--- config.mk ---
export PLATFORM = sky130hd
export DESIGN_NAME = amt_top
export DESIGN_NICKNAME = d
export VERILOG_FILES = /design/src/verilog/amt_pkg.sv /design/src/verilog/amt_top.sv /design/src/verilog/amt_trig_cmp.sv
export SDC_FILE = /design/constraint.sdc
export NUM_CORES = 1
export LEC_CHECK = 0
export BUFFER_PORTS_ARGS = -buffer_cell sky130_fd_sc_hd__clkbuf_2
export CAP_MARGIN = 30
export CORE_MARGIN = 4
export CORE_UTILIZATION = 40
export CTS_CLUSTER_SIZE = 30
export DETAILED_ROUTE_END_ITERATION = 7
export PLACE_DENSITY = 0.69
export REMOVE_ABC_BUFFERS = 1
export SYNTH_ARGS = -nofsm -noshare
export SYNTH_HDL_FRONTEND = slang
export SYNTH_HIERARCHICAL = 1
export SYNTH_SLANG_ARGS = --single-unit
--- constraint.sdc ---
create_clock -name i_clk -period 2.2 [get_ports i_clk]
set_input_delay 0.11 -clock i_clk [delete_from_list [all_inputs] [get_ports i_clk]]
set_output_delay 0.11 -clock i_clk [all_outputs]
set_load 0.03 [all_outputs]
--- src/verilog/amt_pkg.sv ---
// Purpose: constants for the converter input-mode and trigger-compare block
// Assumes: classic Wishbone, 32-bit data, registers 16 bits wide in the low lanes
// Notes:   byte offsets are word aligned
package amt_pkg;
  localparam logic [3:0]  OFS_TRIG       = 4'h0;   // trigger compare
  localparam logic [3:0]  OFS_MODE_LOW   = 4'h4;   // channels 0..7
  localparam logic [3:0]  OFS_MODE_HIGH  = 4'h8;   // channels 8..15
  localparam logic [3:0]  OFS_CONV_CTRL  = 4'hC;   // start request and status
  localparam logic [15:0] RST_TRIG       = 16'h0000;
  localparam logic [15:0] RST_MODE       = 16'h0000;
  localparam int          TRIG_LSB       = 3;
  localparam int          TRIG_W         = 13;
  localparam int          NUM_CH         = 16;
  localparam int          CH_W           = 4;
  localparam logic [2:0]  TRIG_LOW_MASK  = 3'h0;  // unimplemented bits
  // conversion control register fields
  localparam int          CC_CH_LSB      = 0;      // channel select, bits 3:0
  localparam int          CC_START_BIT   = 4;      // write 1 to start
  localparam int          CC_LTB_BIT     = 5;      // local time base enable
  localparam int          CC_BUSY_BIT    = 8;      // read only
  localparam int          CC_CHANNEL_PAIR_INPUT_MODE_BIT    = 9;      // read only, current mode of selected channel
  localparam int          CC_SIGN_BIT    = 10;     // read only, current format of selected channel
endpackage : amt_pkg

--- src/verilog/amt_top.sv ---
// Purpose: input-mode and data-format control for 16 converter channels, plus
//          the trigger compare register of the PWM time base
// Assumes: classic Wishbone slave, 50 MHz i_clk, asynchronous active-low reset
// Notes:   a conversion takes the mode of its channel when it starts
//          a start while busy is dropped silently, so software polls busy first
//          a mode write in the start cycle is not seen; write the mode, then start
//
// How it works
// - a channel whose input-mode bit is 1 converts differential, else single-ended.
// - a channel whose data-format bit is 1 gives signed data, else unsigned.
// - the low mode register holds channels 0..7, mode at bit 2n+1 and format at bit 2n.
// - the high mode register holds channels 8..15 in the same pattern.
// - a 13-bit compare value in bits 15:3 triggers the converter on a local time base match.
// - bits 2:0 of the trigger compare register ignore writes and read as zero.
//
// The register addresses and the Wishbone interface to the registers are this design's own decisions.
`timescale 1ns/100ps
module amt_top (
  // clock and reset
  input  wire logic                           i_clk,
  input  wire logic                           i_rstn,
  // wishbone slave
  input  wire logic                           i_wb_cyc,
  input  wire logic                           i_wb_stb,
  input  wire logic                           i_wb_we,
  input  wire logic [3:0]                     i_wb_adr,
  input  wire logic [3:0]                     i_wb_sel,
  input  wire logic [31:0]                    i_wb_dat,
  output logic [31:0]                         o_wb_dat,
  output logic                                o_wb_ack,
  // pwm time base
  input  wire logic [amt_pkg::TRIG_W-1:0]     i_timebase,
  // converter control
  output logic                                o_conv_start,
  output logic [amt_pkg::CH_W-1:0]            o_conv_ch,
  output logic                                o_conv_channel_pair_input_mode,
  output logic                                o_conv_signed,
  input  wire logic                           i_conv_done
);
  ////////////////////////////////////////////////////////////////////////////
  // registers
  logic [15:0]                   mode_low;
  logic [15:0]                   mode_high;
  logic [amt_pkg::TRIG_W-1:0]    trigger_compare_value;
  logic [amt_pkg::CH_W-1:0]      ch_sel;
  logic                          local_tb_en;
  logic                          busy;
  logic                          trig_pulse;

  // channel n lookup across both mode registers
  function automatic logic [1:0] ch_pair(input logic [31:0] modes, input logic [3:0] ch);
    ch_pair = modes[{ch, 1'b0} +: 2];
  endfunction : ch_pair

  ////////////////////////////////////////////////////////////////////////////
  // bus decode
  wire        req        = i_wb_cyc && i_wb_stb && !o_wb_ack;
  wire        wr         = req && i_wb_we;
  wire        sel_lo     = i_wb_sel[0];
  wire        sel_hi     = i_wb_sel[1];
  wire        hit_trig   = (i_wb_adr == amt_pkg::OFS_TRIG);
  wire        hit_low    = (i_wb_adr == amt_pkg::OFS_MODE_LOW);
  wire        hit_high   = (i_wb_adr == amt_pkg::OFS_MODE_HIGH);
  wire        hit_ctrl   = (i_wb_adr == amt_pkg::OFS_CONV_CTRL);
  wire [15:0] trig_rd    = {trigger_compare_value, amt_pkg::TRIG_LOW_MASK};
  wire [31:0] all_modes  = {mode_high, mode_low};
  wire [1:0]  cur_pair   = ch_pair(all_modes, ch_sel);
  wire [15:0] ctrl_rd    = {5'h00, cur_pair[0], cur_pair[1], busy, 2'h0, local_tb_en, 1'b0, ch_sel};
  wire [15:0] rd_mux     = hit_trig ? trig_rd :
                           hit_low  ? mode_low :
                           hit_high ? mode_high :
                           hit_ctrl ? ctrl_rd : 16'h0000;
  wire        sw_start   = wr && hit_ctrl && sel_lo && i_wb_dat[amt_pkg::CC_START_BIT];
  wire        start_req  = (sw_start || trig_pulse) && !busy;
  wire [amt_pkg::CH_W-1:0] next_ch = (wr && hit_ctrl && sel_lo) ?
                           i_wb_dat[amt_pkg::CC_CH_LSB +: amt_pkg::CH_W] : ch_sel;
  wire [1:0]  start_pair = ch_pair(all_modes, next_ch);

  ////////////////////////////////////////////////////////////////////////////
  // bus answer, one cycle after the request
  always_ff @(posedge i_clk or negedge i_rstn) begin
    if (!i_rstn) begin
      o_wb_ack <= 1'b0;
      o_wb_dat <= 32'h0000_0000;
    end else begin
      o_wb_ack <= req;
      o_wb_dat <= req ? {16'h0000, rd_mux} : 32'h0000_0000;
    end
  end

  // mode registers, byte lanes 0 and 1
  always_ff @(posedge i_clk or negedge i_rstn) begin
    if (!i_rstn) begin
      mode_low  <= amt_pkg::RST_MODE;
      mode_high <= amt_pkg::RST_MODE;
    end else begin
      if (wr && hit_low && sel_lo) mode_low[7:0]   <= i_wb_dat[7:0];
      if (wr && hit_low && sel_hi) mode_low[15:8]  <= i_wb_dat[15:8];
      if (wr && hit_high && sel_lo) mode_high[7:0]  <= i_wb_dat[7:0];
      if (wr && hit_high && sel_hi) mode_high[15:8] <= i_wb_dat[15:8];
    end
  end

  // trigger compare, low bits never stored
  always_ff @(posedge i_clk or negedge i_rstn) begin
    if (!i_rstn) begin
      trigger_compare_value <= amt_pkg::RST_TRIG[15:3];
    end else begin
      if (wr && hit_trig && sel_lo) trigger_compare_value[4:0]  <= i_wb_dat[7:3];
      if (wr && hit_trig && sel_hi) trigger_compare_value[12:5] <= i_wb_dat[15:8];
    end
  end

  // control fields
  always_ff @(posedge i_clk or negedge i_rstn) begin
    if (!i_rstn) begin
      ch_sel      <= '0;
      local_tb_en <= 1'b0;
    end else begin
      ch_sel <= next_ch;
      if (wr && hit_ctrl && sel_lo) local_tb_en <= i_wb_dat[amt_pkg::CC_LTB_BIT];
    end
  end

  ////////////////////////////////////////////////////////////////////////////
  // trigger source
  amt_trig_cmp u_trig (
    .i_clk       (i_clk),
    .i_rstn      (i_rstn),
    .i_local_tb  (local_tb_en),
    .i_timebase  (i_timebase),
    .i_cmp_value (trigger_compare_value),
    .o_trig      (trig_pulse)
  );

  // conversion start, mode latched at start for the whole conversion
  always_ff @(posedge i_clk or negedge i_rstn) begin
    if (!i_rstn) begin
      busy          <= 1'b0;
      o_conv_start  <= 1'b0;
      o_conv_ch     <= '0;
      o_conv_channel_pair_input_mode   <= 1'b0;
      o_conv_signed <= 1'b0;
    end else begin
      o_conv_start <= start_req;
      if (start_req) begin
        busy          <= 1'b1;
        o_conv_ch     <= next_ch;
        o_conv_channel_pair_input_mode   <= start_pair[1];
        o_conv_signed <= start_pair[0];
      end else if (i_conv_done) begin
        busy <= 1'b0;
      end
    end
  end

  ////////////////////////////////////////////////////////////////////////////
  // checks
  AST_CHANNEL_PAIR_INPUT_MODE_LATCH: assert property (@(posedge i_clk) disable iff (!i_rstn)
    start_req |=> o_conv_channel_pair_input_mode == $past(all_modes[{next_ch, 1'b0} + 5'h01]))
    else $error("input mode not taken at start");
  AST_SIGN_LATCH: assert property (@(posedge i_clk) disable iff (!i_rstn)
    start_req |=> o_conv_signed == $past(start_pair[0]))
    else $error("data format not taken at start");
  AST_LOW_WRITE: assert property (@(posedge i_clk) disable iff (!i_rstn)
    (wr && hit_low && i_wb_sel[1:0] == 2'h3) |=> mode_low == $past(i_wb_dat[15:0]))
    else $error("low mode write lost");
  AST_HIGH_WRITE: assert property (@(posedge i_clk) disable iff (!i_rstn)
    (wr && hit_high && i_wb_sel[1:0] == 2'h3) |=> mode_high == $past(i_wb_dat[15:0]))
    else $error("high mode write lost");
  AST_TRIG_START: assert property (@(posedge i_clk) disable iff (!i_rstn)
    ($rose(local_tb_en && i_timebase == trigger_compare_value) ##1 !busy) |=> o_conv_start)
    else $error("compare match did not start");
  AST_TRIG_ZERO: assert property (@(posedge i_clk) disable iff (!i_rstn)
    (o_wb_ack && $past(hit_trig)) |-> o_wb_dat[2:0] == 3'h0)
    else $error("trigger low bits not zero");
  AST_HOLD_MODE: assert property (@(posedge i_clk) disable iff (!i_rstn)
    (busy && !start_req) |=> $stable(o_conv_channel_pair_input_mode) && $stable(o_conv_signed))
    else $error("mode changed during conversion");
  AST_ACK_ONE: assert property (@(posedge i_clk) disable iff (!i_rstn)
    o_wb_ack |=> !o_wb_ack)
    else $error("ack longer than one cycle");

  // bus answer checks
  AST_ACK_NEXT: assert property (@(posedge i_clk) disable iff (!i_rstn)
    (i_wb_cyc && i_wb_stb && !o_wb_ack) |=> o_wb_ack)
    else $error("request not answered in one cycle");
  AST_DAT_IDLE: assert property (@(posedge i_clk) disable iff (!i_rstn)
    !o_wb_ack |-> o_wb_dat == 32'h0000_0000)
    else $error("read data outside ack cycle");
  AST_DAT_UPPER: assert property (@(posedge i_clk) disable iff (!i_rstn)
    o_wb_ack |-> o_wb_dat[31:16] == 16'h0000)
    else $error("upper read lanes not zero");

  // register read and write checks
  AST_LOW_READ: assert property (@(posedge i_clk) disable iff (!i_rstn)
    (req && !i_wb_we && hit_low) |=> o_wb_dat[15:0] == $past(mode_low))
    else $error("low mode read wrong");
  AST_HIGH_READ: assert property (@(posedge i_clk) disable iff (!i_rstn)
    (req && !i_wb_we && hit_high) |=> o_wb_dat[15:0] == $past(mode_high))
    else $error("high mode read wrong");
  AST_TRIG_WRITE: assert property (@(posedge i_clk) disable iff (!i_rstn)
    (wr && hit_trig && i_wb_sel[1:0] == 2'h3) |=> trigger_compare_value == $past(i_wb_dat[15:3]))
    else $error("compare value write lost");

  // trigger and conversion checks
  AST_LTB_OFF: assert property (@(posedge i_clk) disable iff (!i_rstn)
    !local_tb_en |=> !trig_pulse)
    else $error("trigger without local time base");
  AST_BUSY_REFUSE: assert property (@(posedge i_clk) disable iff (!i_rstn)
    busy |=> !o_conv_start)
    else $error("start taken while busy");
  AST_START_PULSE: assert property (@(posedge i_clk) disable iff (!i_rstn)
    o_conv_start |=> !o_conv_start)
    else $error("start longer than one cycle");
  AST_CH_LATCH: assert property (@(posedge i_clk) disable iff (!i_rstn)
    start_req |=> o_conv_ch == $past(next_ch))
    else $error("channel not taken at start");
  AST_CH_HOLD: assert property (@(posedge i_clk) disable iff (!i_rstn)
    !start_req |=> $stable(o_conv_ch))
    else $error("channel changed without start");
  AST_CTRL_BUSY: assert property (@(posedge i_clk) disable iff (!i_rstn)
    (o_wb_ack && $past(hit_ctrl)) |-> o_wb_dat[8] == $past(busy))
    else $error("busy read back wrong");
endmodule : amt_top

--- src/verilog/amt_trig_cmp.sv ---
// Purpose: compare the local time base against the trigger compare value
// Assumes: time base and compare value are on the same clock
// Notes:   the trigger is a one-cycle pulse on the rising edge of a match
`timescale 1ns/100ps
module amt_trig_cmp (
  // clock and reset
  input  wire logic                         i_clk,
  input  wire logic                         i_rstn,
  // compare inputs
  input  wire logic                         i_local_tb,
  input  wire logic [amt_pkg::TRIG_W-1:0]   i_timebase,
  input  wire logic [amt_pkg::TRIG_W-1:0]   i_cmp_value,
  // trigger pulse
  output logic                              o_trig
);
  logic match_d;
  wire  match = i_local_tb && (i_timebase == i_cmp_value);

  // pulse on the first cycle of a match only
  always_ff @(posedge i_clk or negedge i_rstn) begin
    if (!i_rstn) begin
      match_d <= 1'b0;
      o_trig  <= 1'b0;
    end else begin
      match_d <= match;
      o_trig  <= match && !match_d;
    end
  end
endmodule : amt_trig_cmp

==> impl_metrics.toml <==
[layout]
syn2layout_area_growth_pct = 20.2
final_design_area_no_fill_mm2 = 0.00523
drive_above_1_share_pct = 38.1
post-route-util_pct = 49.9
nets = 540
ant_diodes = 0

[cts]
ctsLongestPathBuffers = 2
clkLatencyLatePin_ns = 0.36
clkSinkCount = 77
post_cts_setup_buffers = 0
numCtsBuffers = 9
cts_root_buffer = "sky130_fd_sc_hd__clkbuf_8"
clock_slew_at_the_register_clock_pins_of_the_worst_setup_and_hold_paths_ns = 0.09
clock_tree_from_tritoncts = "done"
cts_htree_levels = 3

[die]
floorplan.initialDensity_pct = 41.5
core_area_mm2 = 0.0105
floorplan.die_area_mm2 = 0.0126
horiz_die_dim_um = 112
floorplan.die.height_um = 112
design.portCount = 99
core.rowCount = 37

[detailed_routing]
num_vias = 3487
antenna_violating_nets_post_route = 0
route.final.wire_length_um = 12700
vias_per_cell = 5.61
first_pass_iters = 4
drt_drc_violations_left = 0
dr.first_iter.drc_count = 262
avgRoutedWirePerCell_um = 20.5

[global_route]
globalRouteMet3Util_pct = 4.74
first_global_vias = 3562
grt_overflow_total = 0
met1_usage_grt_pct = 28.6
track_usage_pct = 20.8
grt_pass1_wl_um = 20300
pin_count_of_the_biggest_net_entering_global_routing = 78
antenna_found_initial = 0
top_usage_layer = "met2"
gr-usage-met2_pct = 32.9

[setup_path]
startpoint_type = "flop"
timing.setup.critical_path_class = "reg -> reg"
critical_path.slowest_cell = "sky130_fd_sc_hd__dfrtp_1"
reg2reg_setup_slack_ns = 0.17
crit_chain = "nand3b_4 > inv_1 > buf_4 > nand4_1 > nand3_1 > nand3_1 > a21oi_1 > o211ai_1"
critical_path.max_fanout = 10
cp-end-kind = "flop"
critical_path.most_common_cell = "sky130_fd_sc_hd__nand3_1"
arrival_ns = 2.26
worst-endpoint-required_ns = 2.43
critPathMaxStageDelay_ns = 0.38

[power_and_ir_drop]
total_power_draw_mw = 3.31
internal-power_mw = 2.37
seqPwrFrac_pct = 48.0
power.switching_fraction_pct = 28.6
power_frac_comb_pct = 15.7
p_leak_nw = 2.48
share_clk_of_total_power_pct = 36.3
pwr_density_cell_mw_per_mm2 = 634
ir_drop_v = 0.000344
netSwitchingPower_mw = 0.949

[place]
final_weighted_congestion_of_routability_driven_global_placement = 0.922
hpwlAfterDp_um = 9740
placement.io_buffers = 64
placed_cell_area_mm2 = 0.00492

[synthesis]
netlist.area_leader.share_pct = 44.3
yosys.cell_count.top_type = "sky130_fd_sc_hd__dfrtp_1"
synthesis.instances = 390
synthDominantAreaCellType = "sky130_fd_sc_hd__dfrtp_1"
ys.warnings.count = 6
synth.cell_area_mm2 = 0.00435
yosys.cell_types.count = 62
synth_area_per_cell_um2 = 11.1
dominantRegCellSynth = "sky130_fd_sc_hd__dfrtp_1"
ys_ff_latch = 77
synth_sequential_area_ratio_pct = 44.3
number_of_enable_flip_flop_cells_after_synthesis = 0
synthTopCellsByArea = "sky130_fd_sc_hd__dfrtp_1 (44%), sky130_fd_sc_hd__mux2_2 (12%), sky130_fd_sc_hd__mux4_2 (6.2%)"
synth-async-reset-ratio_pct = 100
post_synth_most_frequent_cells = "sky130_fd_sc_hd__dfrtp_1 (77), sky130_fd_sc_hd__mux2_2 (46), sky130_fd_sc_hd__nor2_1 (32)"

[sta]
setup_violations_final = 0
final-hold-violation-count = 0
rsz0062_at_grt = "false"
fmax_mhz = 492
period_needed_ns = 2.03
fin_worst_skew_ns = 0.00731
period_share_pct = 92.4
fin_tns_setup_ns = 0
finalHoldWorstSlack_ns = 0.0137
drv_slew = 0

[worst_hold_path]
timing.hold.worst.class = "in -> reg"

[job]
max_cap_viol_count = 0

[outcome]
status = "finished clean"
[kinds of logic after synthesis]
kind of cell	after synthesis	synth area share, %
and+or+nand+nor	112	14.9
muxes	77	22.6
DFF	77	44.3
AOI/OAI and AO/OA	70	11.0
buffers and inverters	46	5.73
xor gates and xnor gates	7	1.41
other	1	0.0863
[sequential cells by signal, summed over array words and instances (netlist names)]
signal and cells:
trigger_compare_value 13, mode_low 16, o_conv_signed 1, o_conv_ch 4
u_trig/match_d 1, o_conv_channel_pair_input_mode 1, o_conv_start 1, u_trig/o_trig 1
mode_high 16, local_tb_en 1, o_wb_dat 16, busy 1
ch_sel 4, o_wb_ack 1
[final timing paths]
path	from	end	cells after the start
worst min register to register	u_trig/match_d$_DFF_PN0_	u_trig/o_trig$_DFF_PN0_	1
worst max register to register	o_wb_ack$_DFF_PN0_	o_conv_channel_pair_input_mode$_DFFE_PN0P_	8
worst min-delay path	i_wb_dat[11]	trigger_compare_value[8]$_DFFE_PN0P_	2
max in group asynchronous	i_rstn	o_wb_dat[7]$_DFF_PN0_	3
min in group asynchronous	i_rstn	mode_high[3]$_DFFE_PN0P_	2
worst max-delay path	o_wb_ack$_DFF_PN0_	o_conv_channel_pair_input_mode$_DFFE_PN0P_	8
[power groups by stage]
stage / sequential, mW / combinational (mW) / clock (mW)
global route: 1.60 / 0.567 / 1.30
finish: 1.59 / 0.521 / 1.20
floorplan: 1.58 / 0.287 / 0
CTS: 1.59 / 0.511 / 1.24
global placement: 1.61 / 0.493 / 0
detailed placement: 1.62 / 0.504 / 0
[area by class of cell]
| cell class | count | area, um2 |
|---|---|---|
| multi-input cells | 282 | 2240 |
| flip-flops and latches | 77 | 1930 |
| clock inverters | 7 | 97.6 |
| well taps | 136 | 170 |
| fillers | 996 | 5240 |
| repair buffers | 96 | 606 |
| clock buffers | 9 | 124 |
| inverters | 15 | 61.3 |
[worst max-delay path: cells and delay by family (launching register included)]
| kind | cells | cell delay [ns] |
|---|---|---|
| and+or+nand+nor | 4 | 0.87 |
| DFF | 1 | 0.38 |
| AOI/OAI and AO/OA | 2 | 0.30 |
| buffers and inverters | 2 | 0.35 |
[metal layers]
| layer | vias up | share of wire, % |
|---|---|---|
| li1 | 1588 | - |
| met1 | 1748 | 43 |
| met2 | 130 | 48 |
| met3 | 21 | 7.1 |
| met4 | 0 | 1.5 |
| met5 | - | 0 |
[per-stage QoR]
| stage | instances | setup slack, ns |
|---|---|---|
| floorplan | 374 | 0.0363 |
| global placement | 601 | 0.104 |
| detailed placement | 601 | 0.112 |
| CTS | 621 | 0.0846 |
| global route | 622 | 0.0484 |
| finish | 622 | 0.168 |
[repair_timing]
item | 4_1_cts | 5_1_grt
setup endpoints to repair | 0 | 3
hold buffers | 4 | 0
gates resized for setup | 0 | 5
hold endpoints to repair | 80 | 0
[cell usage in the layout (no fill, tap or decap), drive strengths merged, types with 3 or more instances in the layout]
cell	netlist	layout
mux2	49	49
conb	1	16
inv	14	16
xnor2	6	6
nor2	35	35
nand3	13	13
nand2b	6	6
nand4	8	8
and2	3	3
dfrtp	77	77
o21ai	21	21
o31ai	3	3
clkbuf	6	72
o211ai	4	4
and3	3	3
nor3	3	3
a32oi	3	3
a221oi	3	3
buf	25	29
mux2i	16	16
nand2	21	21
nor2b	6	6
mux4	12	12
a21oi	17	17
dlygate4sd3	0	4
Power figures use the tool's default switching activity.
